File: config.mk
export PLATFORM = sky130hd
export DESIGN_NAME = lcb_regs
export DESIGN_NICKNAME = d
export VERILOG_FILES = /design/src/lcb_pkg.sv /design/src/lcb_regs.sv /design/src/lcb_mix.sv
export SDC_FILE = /design/constraint.sdc
export NUM_CORES = 1
export LEC_CHECK = 0
export BUFFER_PORTS_ARGS = -buffer_cell sky130_fd_sc_hd__buf_2
export CAP_MARGIN = 25
export CORE_AREA = 2 2 229 231
export DETAILED_ROUTE_END_ITERATION = 8
export DIE_AREA = 0 0 231 233
export GPL_ROUTABILITY_DRIVEN = 0
export GPL_TIMING_DRIVEN = 0
export HOLD_SLACK_MARGIN = 0.06
export SLEW_MARGIN = 20
export SYNTH_ARGS = -nofsm -noshare
export SYNTH_HDL_FRONTEND = slang
export SYNTH_SLANG_ARGS = --single-unit
File: constraint.sdc
create_clock -name core_clk -period 3.4 [get_ports core_clk]
set_input_delay 0.51 -clock core_clk [delete_from_list [all_inputs] [get_ports core_clk]]
set_output_delay 0.51 -clock core_clk [all_outputs]
set_load 0.01 [all_outputs]
File: src/lcb_pkg.sv
// constants for the configuration and group-control register bank of an rgb led driver
// assumes one clock domain shared with the serial protocol engine that drives the register port
//
// Contract
// - bit 6 of device_enable_ctrl enables the device; clear means disabled; resets 0.
// - global_settings bit 5 selects logarithmic (1) or linear (0) dimming; resets 1.
// - global_settings bit 4 enables automatic power-saving entry; resets 1.
// - global_settings bit 3 enables register address auto-increment; resets 1.
// - global_settings bit 2 enables pwm dithering on outputs; resets 1.
// - global_settings bit 1 selects 35 mA (1) or 25.5 mA (0) range; resets 0.
// - global_settings bit 0 forces every led output off; zero resumes; resets 0.
// - group_mode_select bit n puts module n under group control; resets 0.
// - group_intensity scales brightness linearly by code; resets to all ones.
// - three group colour-mix values scale mixing linearly by code; each resets 0.
// - every bit, reserved included, reads and writes; all return reset values.
package lcb_pkg;
    localparam int LCB_DW = 8;
    localparam int LCB_AW = 8;
    localparam int LCB_NUM_REGS = 7;
    localparam int LCB_NUM_MODULES = 8;
    localparam int LCB_NUM_COLORS = 3;

    // register offsets
    localparam logic [7:0] LCB_ADDR_DEVICE_ENABLE_CTRL = 8'h00;
    localparam logic [7:0] LCB_ADDR_GLOBAL_SETTINGS = 8'h01;
    localparam logic [7:0] LCB_ADDR_GROUP_MODE_SELECT = 8'h02;
    localparam logic [7:0] LCB_ADDR_GROUP_INTENSITY = 8'h03;
    localparam logic [7:0] LCB_ADDR_GROUP_MIX_FIRST = 8'h04;
    localparam logic [7:0] LCB_ADDR_GROUP_MIX_SECOND = 8'h05;
    localparam logic [7:0] LCB_ADDR_GROUP_MIX_THIRD = 8'h06;

    // reset values
    localparam logic [7:0] LCB_RST_DEVICE_ENABLE_CTRL = 8'h00;
    localparam logic [7:0] LCB_RST_GLOBAL_SETTINGS = 8'h3C;
    localparam logic [7:0] LCB_RST_GROUP_MODE_SELECT = 8'h00;
    localparam logic [7:0] LCB_RST_GROUP_INTENSITY = 8'hFF;
    localparam logic [7:0] LCB_RST_GROUP_MIX = 8'h00;
    localparam logic [7:0] LCB_RST_READ_DATA = 8'h00;

    // field positions
    localparam int LCB_BIT_CHIP_ENABLE = 6;
    localparam int LCB_BIT_LOG_SCALE = 5;
    localparam int LCB_BIT_POWER_SAVE = 4;
    localparam int LCB_BIT_AUTO_INCR = 3;
    localparam int LCB_BIT_DITHER = 2;
    localparam int LCB_BIT_MAX_CURRENT = 1;
    localparam int LCB_BIT_ALL_OFF = 0;

    // value shown for an unmapped read
    localparam logic [7:0] LCB_UNMAPPED_READ = 8'h00;
endpackage

File: src/lcb_regs.sv
// configuration and group-control register bank with per-module source selection
// assumes the serial protocol engine drives the register port on core_clk
module lcb_regs (
    input wire logic core_clk,
    input wire logic rst_b,
    input wire logic clk_en,
    input wire logic reg_wr_en,
    input wire logic reg_rd_en,
    input wire logic [lcb_pkg::LCB_AW-1:0] reg_addr,
    input wire logic [lcb_pkg::LCB_DW-1:0] reg_wr_data,
    output logic [lcb_pkg::LCB_DW-1:0] reg_rd_data,
    output logic reg_rd_valid,
    output logic chip_enable,
    output logic log_scale_en,
    output logic power_save_en,
    output logic auto_incr_en,
    output logic dither_en,
    output logic max_current_sel,
    output logic all_outputs_off,
    output logic [lcb_pkg::LCB_NUM_MODULES-1:0] module_group_select,
    output logic [lcb_pkg::LCB_DW-1:0] group_intensity,
    output logic [lcb_pkg::LCB_DW-1:0] group_mix_first,
    output logic [lcb_pkg::LCB_DW-1:0] group_mix_second,
    output logic [lcb_pkg::LCB_DW-1:0] group_mix_third,
    input wire logic [lcb_pkg::LCB_NUM_MODULES*lcb_pkg::LCB_DW-1:0] own_bright,
    input wire logic [lcb_pkg::LCB_NUM_MODULES*lcb_pkg::LCB_NUM_COLORS*lcb_pkg::LCB_DW-1:0] own_color,
    output logic [lcb_pkg::LCB_NUM_MODULES*lcb_pkg::LCB_DW-1:0] eff_bright,
    output logic [lcb_pkg::LCB_NUM_MODULES*lcb_pkg::LCB_NUM_COLORS*lcb_pkg::LCB_DW-1:0] eff_color
);
    import lcb_pkg::*;

    localparam int CW = LCB_NUM_COLORS * LCB_DW;

    logic [LCB_DW-1:0] dev_ctrl_r;
    logic [LCB_DW-1:0] glob_r;
    logic [LCB_DW-1:0] grp_sel_r;
    logic [LCB_DW-1:0] grp_int_r;
    logic [LCB_DW-1:0] mix0_r;
    logic [LCB_DW-1:0] mix1_r;
    logic [LCB_DW-1:0] mix2_r;
    logic [LCB_DW-1:0] rd_data_r;
    logic [LCB_DW-1:0] rd_data_nxt;
    logic rd_valid_r;
    logic wr_hit;
    logic force_off;

    assign wr_hit = clk_en && reg_wr_en;

    // device enable register, all bits stored
    always_ff @(posedge core_clk or negedge rst_b) begin
        if (!rst_b) begin
            dev_ctrl_r <= LCB_RST_DEVICE_ENABLE_CTRL;
        end else if (wr_hit && reg_addr == LCB_ADDR_DEVICE_ENABLE_CTRL) begin
            dev_ctrl_r <= reg_wr_data;
        end
    end

    // global settings register
    always_ff @(posedge core_clk or negedge rst_b) begin
        if (!rst_b) begin
            glob_r <= LCB_RST_GLOBAL_SETTINGS;
        end else if (wr_hit && reg_addr == LCB_ADDR_GLOBAL_SETTINGS) begin
            glob_r <= reg_wr_data;
        end
    end

    // group mode select register
    always_ff @(posedge core_clk or negedge rst_b) begin
        if (!rst_b) begin
            grp_sel_r <= LCB_RST_GROUP_MODE_SELECT;
        end else if (wr_hit && reg_addr == LCB_ADDR_GROUP_MODE_SELECT) begin
            grp_sel_r <= reg_wr_data;
        end
    end

    // group intensity register
    always_ff @(posedge core_clk or negedge rst_b) begin
        if (!rst_b) begin
            grp_int_r <= LCB_RST_GROUP_INTENSITY;
        end else if (wr_hit && reg_addr == LCB_ADDR_GROUP_INTENSITY) begin
            grp_int_r <= reg_wr_data;
        end
    end

    // three group colour-mix registers
    always_ff @(posedge core_clk or negedge rst_b) begin
        if (!rst_b) begin
            mix0_r <= LCB_RST_GROUP_MIX;
            mix1_r <= LCB_RST_GROUP_MIX;
            mix2_r <= LCB_RST_GROUP_MIX;
        end else if (wr_hit) begin
            if (reg_addr == LCB_ADDR_GROUP_MIX_FIRST) begin
                mix0_r <= reg_wr_data;
            end
            if (reg_addr == LCB_ADDR_GROUP_MIX_SECOND) begin
                mix1_r <= reg_wr_data;
            end
            if (reg_addr == LCB_ADDR_GROUP_MIX_THIRD) begin
                mix2_r <= reg_wr_data;
            end
        end
    end

    // read mux; unmapped addresses answer zero
    always_comb begin
        case (reg_addr)
            LCB_ADDR_DEVICE_ENABLE_CTRL: rd_data_nxt = dev_ctrl_r;
            LCB_ADDR_GLOBAL_SETTINGS: rd_data_nxt = glob_r;
            LCB_ADDR_GROUP_MODE_SELECT: rd_data_nxt = grp_sel_r;
            LCB_ADDR_GROUP_INTENSITY: rd_data_nxt = grp_int_r;
            LCB_ADDR_GROUP_MIX_FIRST: rd_data_nxt = mix0_r;
            LCB_ADDR_GROUP_MIX_SECOND: rd_data_nxt = mix1_r;
            LCB_ADDR_GROUP_MIX_THIRD: rd_data_nxt = mix2_r;
            default: rd_data_nxt = LCB_UNMAPPED_READ;
        endcase
    end

    // read answer one cycle after the request, held until the next read
    always_ff @(posedge core_clk or negedge rst_b) begin
        if (!rst_b) begin
            rd_data_r <= LCB_RST_READ_DATA;
            rd_valid_r <= 1'b0;
        end else if (clk_en) begin
            rd_valid_r <= reg_rd_en;
            if (reg_rd_en) begin
                rd_data_r <= rd_data_nxt;
            end
        end
    end

    // outputs taken straight from register bits
    assign reg_rd_data = rd_data_r;
    assign reg_rd_valid = rd_valid_r;
    assign chip_enable = dev_ctrl_r[LCB_BIT_CHIP_ENABLE];
    assign log_scale_en = glob_r[LCB_BIT_LOG_SCALE];
    assign power_save_en = glob_r[LCB_BIT_POWER_SAVE];
    assign auto_incr_en = glob_r[LCB_BIT_AUTO_INCR];
    assign dither_en = glob_r[LCB_BIT_DITHER];
    assign max_current_sel = glob_r[LCB_BIT_MAX_CURRENT];
    assign all_outputs_off = glob_r[LCB_BIT_ALL_OFF];
    assign module_group_select = grp_sel_r;
    assign group_intensity = grp_int_r;
    assign group_mix_first = mix0_r;
    assign group_mix_second = mix1_r;
    assign group_mix_third = mix2_r;

    // a disabled device or a global off blanks every module
    assign force_off = glob_r[LCB_BIT_ALL_OFF] || !dev_ctrl_r[LCB_BIT_CHIP_ENABLE];

    // one selector per rgb module
    for (genvar n = 0; n < LCB_NUM_MODULES; n++) begin : g_mod
        lcb_mix u_mix (
            .core_clk(core_clk),
            .rst_b(rst_b),
            .clk_en(clk_en),
            .group_sel(grp_sel_r[n]),
            .force_off(force_off),
            .grp_bright(grp_int_r),
            .grp_mix0(mix0_r),
            .grp_mix1(mix1_r),
            .grp_mix2(mix2_r),
            .own_bright(own_bright[n*LCB_DW +: LCB_DW]),
            .own_color(own_color[n*CW +: CW]),
            .eff_bright_r(eff_bright[n*LCB_DW +: LCB_DW]),
            .eff_color_r(eff_color[n*CW +: CW])
        );
    end
endmodule

File: src/lcb_mix.sv
// one rgb module's source selection: group values or its own settings
// assumes all inputs come from flip-flops on core_clk
module lcb_mix (
    input wire logic core_clk,
    input wire logic rst_b,
    input wire logic clk_en,
    input wire logic group_sel,
    input wire logic force_off,
    input wire logic [lcb_pkg::LCB_DW-1:0] grp_bright,
    input wire logic [lcb_pkg::LCB_DW-1:0] grp_mix0,
    input wire logic [lcb_pkg::LCB_DW-1:0] grp_mix1,
    input wire logic [lcb_pkg::LCB_DW-1:0] grp_mix2,
    input wire logic [lcb_pkg::LCB_DW-1:0] own_bright,
    input wire logic [lcb_pkg::LCB_NUM_COLORS*lcb_pkg::LCB_DW-1:0] own_color,
    output logic [lcb_pkg::LCB_DW-1:0] eff_bright_r,
    output logic [lcb_pkg::LCB_NUM_COLORS*lcb_pkg::LCB_DW-1:0] eff_color_r
);
    import lcb_pkg::*;

    logic [LCB_DW-1:0] bright_nxt;
    logic [LCB_NUM_COLORS*LCB_DW-1:0] color_nxt;

    // pick group or own values; forced off blanks everything
    always_comb begin
        if (force_off) begin
            bright_nxt = '0;
            color_nxt = '0;
        end else if (group_sel) begin
            bright_nxt = grp_bright;
            color_nxt = {grp_mix2, grp_mix1, grp_mix0};
        end else begin
            bright_nxt = own_bright;
            color_nxt = own_color;
        end
    end

    // registered so the top's outputs come from flops
    always_ff @(posedge core_clk or negedge rst_b) begin
        if (!rst_b) begin
            eff_bright_r <= '0;
            eff_color_r <= '0;
        end else if (clk_en) begin
            eff_bright_r <= bright_nxt;
            eff_color_r <= color_nxt;
        end
    end
endmodule

==> results of run 1 <==
[power by group through the flow]
stage,Sequential [mW],Clock (mW),Combinational [mW]
floorplan,4.03,0,0.364
global placement,4.00,0,0.900
detailed placement,4.00,0,0.930
CTS,3.93,4.29,0.934
global route,3.94,4.44,0.998
finish,3.93,4.20,0.926
[metrics by stage]
step | hold slack, ns | worst slack [ns] | util, %
6_report | 0.231 | 0.717 | 39.8
5_1_grt | 0.212 | 0.693 | 39.8
4_1_cts | 0.193 | 0.674 | 39.8
3_5_place_dp | 0.470 | 0.316 | 37.3
3_3_place_gp | 0.463 | -4.51 | 37.0
2_1_floorplan | 0.214 | 1.32 | -
[logic make-up (layout without fill, tap and decap cells)]
group,after synthesis,count (layout)
AOI/OAI and AO/OA,289,289
buffers and inverters,398,1059
DFF,321,321
muxes,328,328
other,0,2
and+or+nand+nor,47,47
[worst min-delay path, stage by stage]
cell	delay, ns
buf_2	0.08
mux2i_1	0.05
o22ai_1	0.09
[layout make-up]
cell class	instances	area, sq um	area share, %
diodes	2	5.00	0.0246
plain buffers	139	563	2.77
clock buffers	58	1100	5.40
clock inverters	9	158	0.776
inverters	259	972	4.78
multi-input cells	664	5540	27.3
flip-flops and latches	321	8050	39.6
well taps	680	851	4.19
repair buffers	594	3080	15.2
[per-layer routing]
metal,up-vias,wire [um],GRT usage (%),part of all wire [%]
li1,6060,-,-,-
met3,104,4260,5.21,6.2
met2,555,33400,41.8,49
met5,-,0,0,0
met4,0,2120,8.23,3.1
met1,6847,28400,30.9,42
[Yosys cell counts, drive strengths merged]
master     n
dfrtp    309
mux2i    272
o22ai    263
inv      259
clkbuf    81
buf       58
mux2      56
dfstp     12
nand2     11
nand3b     9
o21ai      9
a21oi      8
nor4       6
or3b       6
nand3      5
a211oi     4
a221oi     3
nor3       3
nor2       2
a2111oi    1
nand2b     1
nor2b      1
nor3b      1
o211ai     1
or2        1
or3        1
[what timing repair did]
item,CTS,global route
hold buffers,1,0
buffers inserted,0,0
endpoints found under the hold margin,62,0
[worst min-delay path by stage]
stage	startpoint	endpoint	slack [ns]	depth (start not counted)
3_5_place_dp	reg_rd_data[0]	reg_rd_data[0]	0.47	2
4_1_cts	own_color[172]	g_mod[7].u_mix.eff_color_r[4]	0.19	3
6_report	own_color[172]	g_mod[7].u_mix.eff_color_r[4]	0.23	3
2_1_floorplan	rst_b	dev_ctrl_r[0]	0.21	0
3_3_place_gp	reg_rd_data[4]	reg_rd_data[4]	0.46	2
5_1_grt	own_color[6]	g_mod[0].u_mix.eff_color_r[6]	0.21	3
[registers in the layout (all words and copies together) (netlist names)]
| signal | flops |
|---|---|
| g_mod.u_mix.eff_bright_r | 64 |
| group_mix_first | 8 |
| glob_r | 8 |
| g_mod.u_mix.eff_color_r | 192 |
| group_intensity | 8 |
| reg_rd_valid | 1 |
| group_mix_third | 8 |
| group_mix_second | 8 |
| module_group_select | 8 |
| reg_rd_data | 8 |
| dev_ctrl_r | 8 |
==> results.md, run 1 <==
- Worst Setup EP: g_mod[4].u_mix.eff_color_r[3]
- Peak VDD IR: 0.307 mV
- Psw: 2.28 mW
- Total track usage: around 25%
- Critical path cell sequence: clkbuf_1 -> clkbuf_1 -> mux2i_1 -> o22ai_1
- Power Density: 446 nW/um^2
- Status: complete, no violations
- Initial antenna violation count: 2
- Non-Filler Instances: 2,726
- Slowest cell on crit path: clkbuf_1
- Reg power frac: 43.4%
- Synth Area in Simple Gates: 2.55%
- Floorplan row count: slightly above 80
- Crit Path Max Fanout: 10
- Type of the worst min-delay path: in -> reg
- Least-Margin Pin Slew: approximately 1.1 ns
- Die Height: 233 um
- Clk_lat worst skew: 0.55 ns
- Drt drc: 0
- Most common cell after layout, fill and taps aside: buf_2
- Seq cells post-synth: 321
- Die Width: 231 um
- CTS Buffer Depth: 3
- PortBufs: 586
- Area of placed instances: 19,000 sq um
- Pwr Total: 9.06 mW
- Relative slew slack: ~29%
- First-pass GRT wire length: 95,500 um
- Synth top area share: roughly half
- Reg-to-reg slack, setup: 0.72 ns
- Mux contribution to synthesized area: 22.2%
- Via count: 13,600
- DR WL/cell: 25.0 um
- Critical path buffer and inverter count: 2
- Mapped Cells: around 1,400
- Crit path launch type: register
- DIE AREA: 53,800 sq um
- Synth area leader: dfrtp_1
- DP Wirelength: 51,100 um
- Clock transition at path regs: 0.06 ns
- DRT Pass-1 Iters: 5
- RSZ-0062 raised after global routing: no
- R2R cell count: 4
- Clock Sinks: 321
- Post-Place Cells: around 2,700
- Post-synth cell types: 31
- Total internal power: slightly below 7 mW
- WP data required: about 3.8 ns
- Sum Neg Setup Slack: 0 ns
- Fmax: 0.373 GHz
- Reg2reg start: module_group_select[4]
- # resized after CTS: 0
- CTS tree: built
- Final Instance Area: 20,300 sq um
- Switching share of power: ~25%
- I/O Pins: 589
- Crit end category: register
- Delay-heaviest family, CP: buffers and inverters
- Critical path depth: 4
- XOR/XNOR share of the synthesized area: 0%
- Crit path time final: 2.68 ns
- Vias in the first global route: between 10,000 and 15,000
- Post-DR vias/cell: 4.98
- Nets: around 2,300
- Syn_nets: 1,660
- Post-Synth Adder-Cell Area: 0%
- Synthesized cell area: 15,100 sq um
- Synth Area in Compound Gates: 11.9%
- Final Hold Viols: 0
- Area contributors post-synth: dfrtp_1 (51%), mux2i_1 (18%), o22ai_1 (11%), inv_1 (6.4%), mux2_2 (4.1%)
- Period utilization: 78.9%
- Max-slew violations: 0
- Max incr delay on CP: 0.76 ns
- Layout cell share with drive strength beyond 1: 36.4%
- Leak: 9.58 nW
- Final Setup Violations: 0
- Largest net degree at the start of global routing: 96
- # Max-Cap Violations: 0
- # fillers: 5,142
- Clk pwr share: 46.4%
- Setup clock skew after layout: 0.0145 ns
- Root Driver: clkbuf_16
- FF-to-FF End: g_mod[4].u_mix.eff_color_r[3]
- Yosys warns: 0
- Syn Area/Cell: 10.9 sq um
- Crit Path Class: reg -> reg
- Initial drt markers: approximately 690
- Antenna viol nets, final: 0
- Synthesis-to-layout area growth: 34.4%
- GRT overflow: 0
- Largest family of logic cells by synthesized area: multiplexers
- Most used cell, CP: clkbuf_1
- Initial Utilization: 29.6%
- Combinational group share of total power: between 10% and 20%
- # H-tree levels: 2
- Worst Setup SP: module_group_select[4]
- Cts bufs inserted: 39
- Worst EP arrival: just over 3 ns
- Core area: 51,100 sq um
- Seq/Total Area, Yosys: a little over half
- Final wirelength: 68,100 um
- Most frequent cells in the layout: buf_2 (590), dfrtp_1 (309), mux2i_1 (272), o22ai_1 (263), inv_1 (259)
(Power assumes the default switching activity.)
==> run 2, diff against run 1 <==
--- a/config.mk
+++ b/config.mk
@@ -5,11 +5,12 @@
 export SDC_FILE = /design/constraint.sdc
 export NUM_CORES = 1
 export LEC_CHECK = 0
+export ABC_AREA = 1
 export BUFFER_PORTS_ARGS = -buffer_cell sky130_fd_sc_hd__buf_2
 export CAP_MARGIN = 25
-export CORE_AREA = 2 2 229 231
+export CORE_AREA = 2 2 230 232
 export DETAILED_ROUTE_END_ITERATION = 8
-export DIE_AREA = 0 0 231 233
+export DIE_AREA = 0 0 232 234
 export GPL_ROUTABILITY_DRIVEN = 0
 export GPL_TIMING_DRIVEN = 0
 export HOLD_SLACK_MARGIN = 0.06
==> constraint.sdc (replaced) <==
create_clock -name core_clk -period 2.4 [get_ports core_clk]
set_input_delay 0.36 -clock core_clk [delete_from_list [all_inputs] [get_ports core_clk]]
set_output_delay 0.36 -clock core_clk [all_outputs]
set_load 0.01 [all_outputs]
==> run 2 against run 1 <==
Power is 45% higher. Flip-flop and latch count unchanged. Worst hold slack worse by 0.14 ns. Critical endpoint is now g_mod[2].u_mix.eff_bright_r[7]. Largest power group unchanged.
==> results.md, run 2 <==
- Cts bufs inserted: 39 (unchanged)
- Antenna viol nets, final: 0 (unchanged)
- RSZ-0062 raised after global routing: no (unchanged)
- Final Setup Violations: 0 (unchanged)
- Crit end category: register (unchanged)
- XOR/XNOR share of the synthesized area: 0% (unchanged)
- EDFF count, synth: 0 (unchanged)
- Max-slew violations: 0 (unchanged)
- Biggest register: g_mod.u_mix.eff_color_r (unchanged)
- DIE AREA: 54,300 sq um (was 53,800 sq um)
- Post-synth top cells: nor2_1 (531), dfrtp_1 (309), inv_1 (286), o32ai_1 (256), nand2_1 (119) (was dfrtp_1 (309), mux2i_1 (272), o22ai_1 (263), inv_1 (259), clkbuf_1 (81))
- Synth Area in Simple Gates: 19.0% (was 2.55%)
- Peak VDD IR: 0.507 mV (was 0.307 mV)
- DR top layer: met4 (unchanged)
- Mux contribution to synthesized area: 0% (was 22.2%)
- Ys async rst share: 100% (unchanged)
- Crit path time final: 2.21 ns (was 2.68 ns)
- Syn_nets: 2,089 (was 1,660)
- CTS tree: built (unchanged)
- Crit Path Max Fanout: 10 (unchanged)
- Die Height: 234 um (was 233 um)
- Floorplan row count: 84 (was 83)
- Pwr Total: 13.1 mW (was 9.06 mW)
- Post-Place Cells: 3,097 (was 2,656)
- Relative slew slack: 21.9% (was 28.8%)
- Initial Utilization: 29.4% (was 29.6%)
- Largest registers: g_mod.u_mix.eff_color_r (192), g_mod.u_mix.eff_bright_r (64) (unchanged)
- Nets: 2,729 (was 2,295)
- Final Hold Viols: 0 (unchanged)
- Drt drc: 0 (unchanged)
- Metal2 WL: 35,100 um (was 33,400 um)
- Synthesis-to-layout area growth: 35.2% (was 34.4%)
- Via count: 16,400 (was 13,600)
- Post-Synth Adder-Cell Area: 0% (unchanged)
- PortBufs: 587 (was 586)
- DP Wirelength: 57,100 um (was 51,100 um)
- Clock Sinks: 321 (unchanged)
- Yosys warns: 0 (unchanged)
- Post-DR vias/cell: 5.16 (was 4.98)
- Hold slack: 0.0877 ns (was 0.231 ns)
- Layout cell share with drive strength beyond 1: 31.3% (was 36.4%)
- Post-synth cell types: 24 (was 31)
- Final wirelength: 77,500 um (was 68,100 um)
- Largest family of logic cells by synthesized area: simple AND/OR/NAND/NOR gates (was multiplexers)
- Power Density: 634 nW/um^2 (was 446 nW/um^2)
- Most common cell after layout, fill and taps aside: buf_2 (unchanged)
- Seq/Total Area, Yosys: 52.6% (was 53.2%)
- WP data required: 2.77 ns (was 3.80 ns)
- Register area: 8050 sq um (unchanged)
- DRT Pass-1 Iters: 8 (was 5)
- Total track usage: 27.8% (was 24.5%)
- Initial antenna violation count: 11 (was 2)
- Non-Filler Instances: 3,180 (was 2,726)
- # H-tree levels: 2 (unchanged)
- Status: complete, no violations (unchanged)
- Clk_lat worst skew: 0.58 ns (was 0.55 ns)
- Largest net degree at the start of global routing: 94 (was 96)
- Wl on met1: 30,600 um (was 28,400 um)
- Met3 WL: 7880 um (was 4260 um)
- Leak: 11.0 nW (was 9.58 nW)
- # Max-Cap Violations: 0 (unchanged)
- Least-Margin Pin Slew: 1.17 ns (was 1.07 ns)
- Area contributors post-synth: dfrtp_1 (50%), o32ai_1 (15%), nor2_1 (13%), inv_1 (7.0%), nand2_1 (2.9%) (was dfrtp_1 (51%), mux2i_1 (18%), o22ai_1 (11%), inv_1 (6.4%), mux2_2 (4.1%))
- Fmax: 0.452 GHz (was 0.373 GHz)
- Multi-input gate area: 5440 sq um (was 5540 sq um)
- Die Width: 232 um (was 231 um)
- Root Driver: clkbuf_16 (unchanged)
- Post-CTS Setup Repair Bufs: 0 (unchanged)
- Synth top area share: 50.5% (was 51.1%)
- Synthesized cell area: 15,300 sq um (was 15,100 sq um)
- Number of flip-flops under the largest register name: 192 (unchanged)
- Initial drt markers: 1,374 (was 694)
- Synth area leader: dfrtp_1 (unchanged)
- Syn Area/Cell: 8.45 sq um (was 10.9 sq um)
- Most numerous cell in the Yosys netlist: nor2_1 (was dfrtp_1)
- Seq cells post-synth: 321 (unchanged)
- Vias in the first global route: 16,300 (was 14,000)
- Core area: 52,000 sq um (was 51,100 sq um)
- Crit path launch type: register (unchanged)
- Ys flop type: dfrtp_1 (unchanged)
- DR WL/cell: 24.4 um (was 25.0 um)
- Period utilization: 92.2% (was 78.9%)
- GRT overflow: 0 (unchanged)
- First-pass GRT wire length: 109,000 um (was 95,500 um)
- Most frequent cells in the layout: buf_2 (637), nor2_1 (531), dfrtp_1 (309), inv_1 (286), o32ai_1 (256) (was buf_2 (590), dfrtp_1 (309), mux2i_1 (272), o22ai_1 (263), inv_1 (259))
- Clock transition at path regs: 0.07 ns (was 0.06 ns)
- Final worst slack: 0.187 ns (was 0.717 ns)
- Crit Path Class: reg -> reg (unchanged)
- Sum Neg Setup Slack: 0 ns (unchanged)
- Worst EP arrival: 2.59 ns (was 3.09 ns)
- Synth Area in Compound Gates: 16.5% (was 11.9%)
- I/O Pins: 589 (unchanged)
- Type of the worst min-delay path: in -> reg (unchanged)
- # fillers: 5,327 (was 5,142)
- Pre-CTS WS: -0.188 ns (was 0.316 ns)
- Setup clock skew after layout: 0.0289 ns (was 0.0145 ns)
- Mapped Cells: 1,812 (was 1,383)
- CTS Buffer Depth: 3 (unchanged)
-- run 2: cell types whose count changed after synthesis, sizes merged, moves of 48 or more --
cell   before  now
nand3       5   55
mux2i     272    0
o32ai       0  256
o21ai       9   57
mux2       56    0
nand2      11  123
nor2        2  539
o22ai     263    0
-- run 2: power breakdown --
| part | switching [mW] | internal, mW | leakage [nW] |
|---|---|---|---|
| clock | 2.53 | 3.70 | 0.648 |
| sequential | 0.0600 | 5.51 | 4.43 |
| combinational | 0.898 | 0.441 | 5.92 |
-- run 2: final cells by class --
| type | instances | area share (%) |
|---|---|---|
| clock buffer | 57 | 5.43 |
| antenna | 9 | 0.109 |
| tap | 688 | 4.16 |
| sequential | 321 | 38.9 |
| clock inverter | 15 | 0.930 |
| multi-input combinational | 1038 | 26.3 |
| buffer | 165 | 3.70 |
| inverter | 288 | 5.26 |
| timing repair buffer | 599 | 15.3 |
-- run 2: stage by stage --
step                instance area, sq um  util (%)
floorplan                          15300         -
global placement                   19100      36.7
detailed placement                 19300      37.2
CTS                                20700      39.7
global route                       20700      39.8
finish                             20700      39.8
-- run 2: logic make-up after synthesis --
family / after synthesis
compound gates: 313
buf+inv: 453
flops: 321
simple gates: 725
-- run 2: worst paths after layout --
| check | start | end | slack [ns] | cells after the start |
|---|---|---|---|---|
| worst max-delay path | dev_ctrl_r[6] | g_mod[2].u_mix.eff_bright_r[7] | 0.19 | 6 |
| worst min-delay path | own_bright[21] | g_mod[2].u_mix.eff_bright_r[5] | 0.09 | 3 |
| worst max register to register | dev_ctrl_r[6] | g_mod[2].u_mix.eff_bright_r[7] | 0.19 | 6 |
| worst min register to register | dev_ctrl_r[3] | dev_ctrl_r[3] | 0.49 | 2 |
| max in group asynchronous | rst_b | g_mod[1].u_mix.eff_color_r[6] | 0.67 | 4 |
| min in group asynchronous | rst_b | g_mod[7].u_mix.eff_bright_r[6] | 0.44 | 2 |
-- run 2: per-layer routing --
layer  up-vias  GRT usage, %
met5         -             0
met4         0          12.8
met3       187          7.75
met2       935          44.2
met1      8035          35.1
li1       7258             -
-- run 2: worst max-delay path, stage by stage (launching register included) --
cell and delay (ns):
dfrtp_1 0.43, inv_1 0.09, nor2_1 0.05, nand2_1 0.22, clkbuf_1 0.64, buf_2 0.44, o32ai_1 0.13
-- run 2: what timing repair did --
item | 4_1_cts | 5_1_grt
resized for setup | 0 | 3
endpoints found under the setup margin | 0 | 2
endpoints found under the hold margin | 83 | 0
hold buffers | 1 | 0
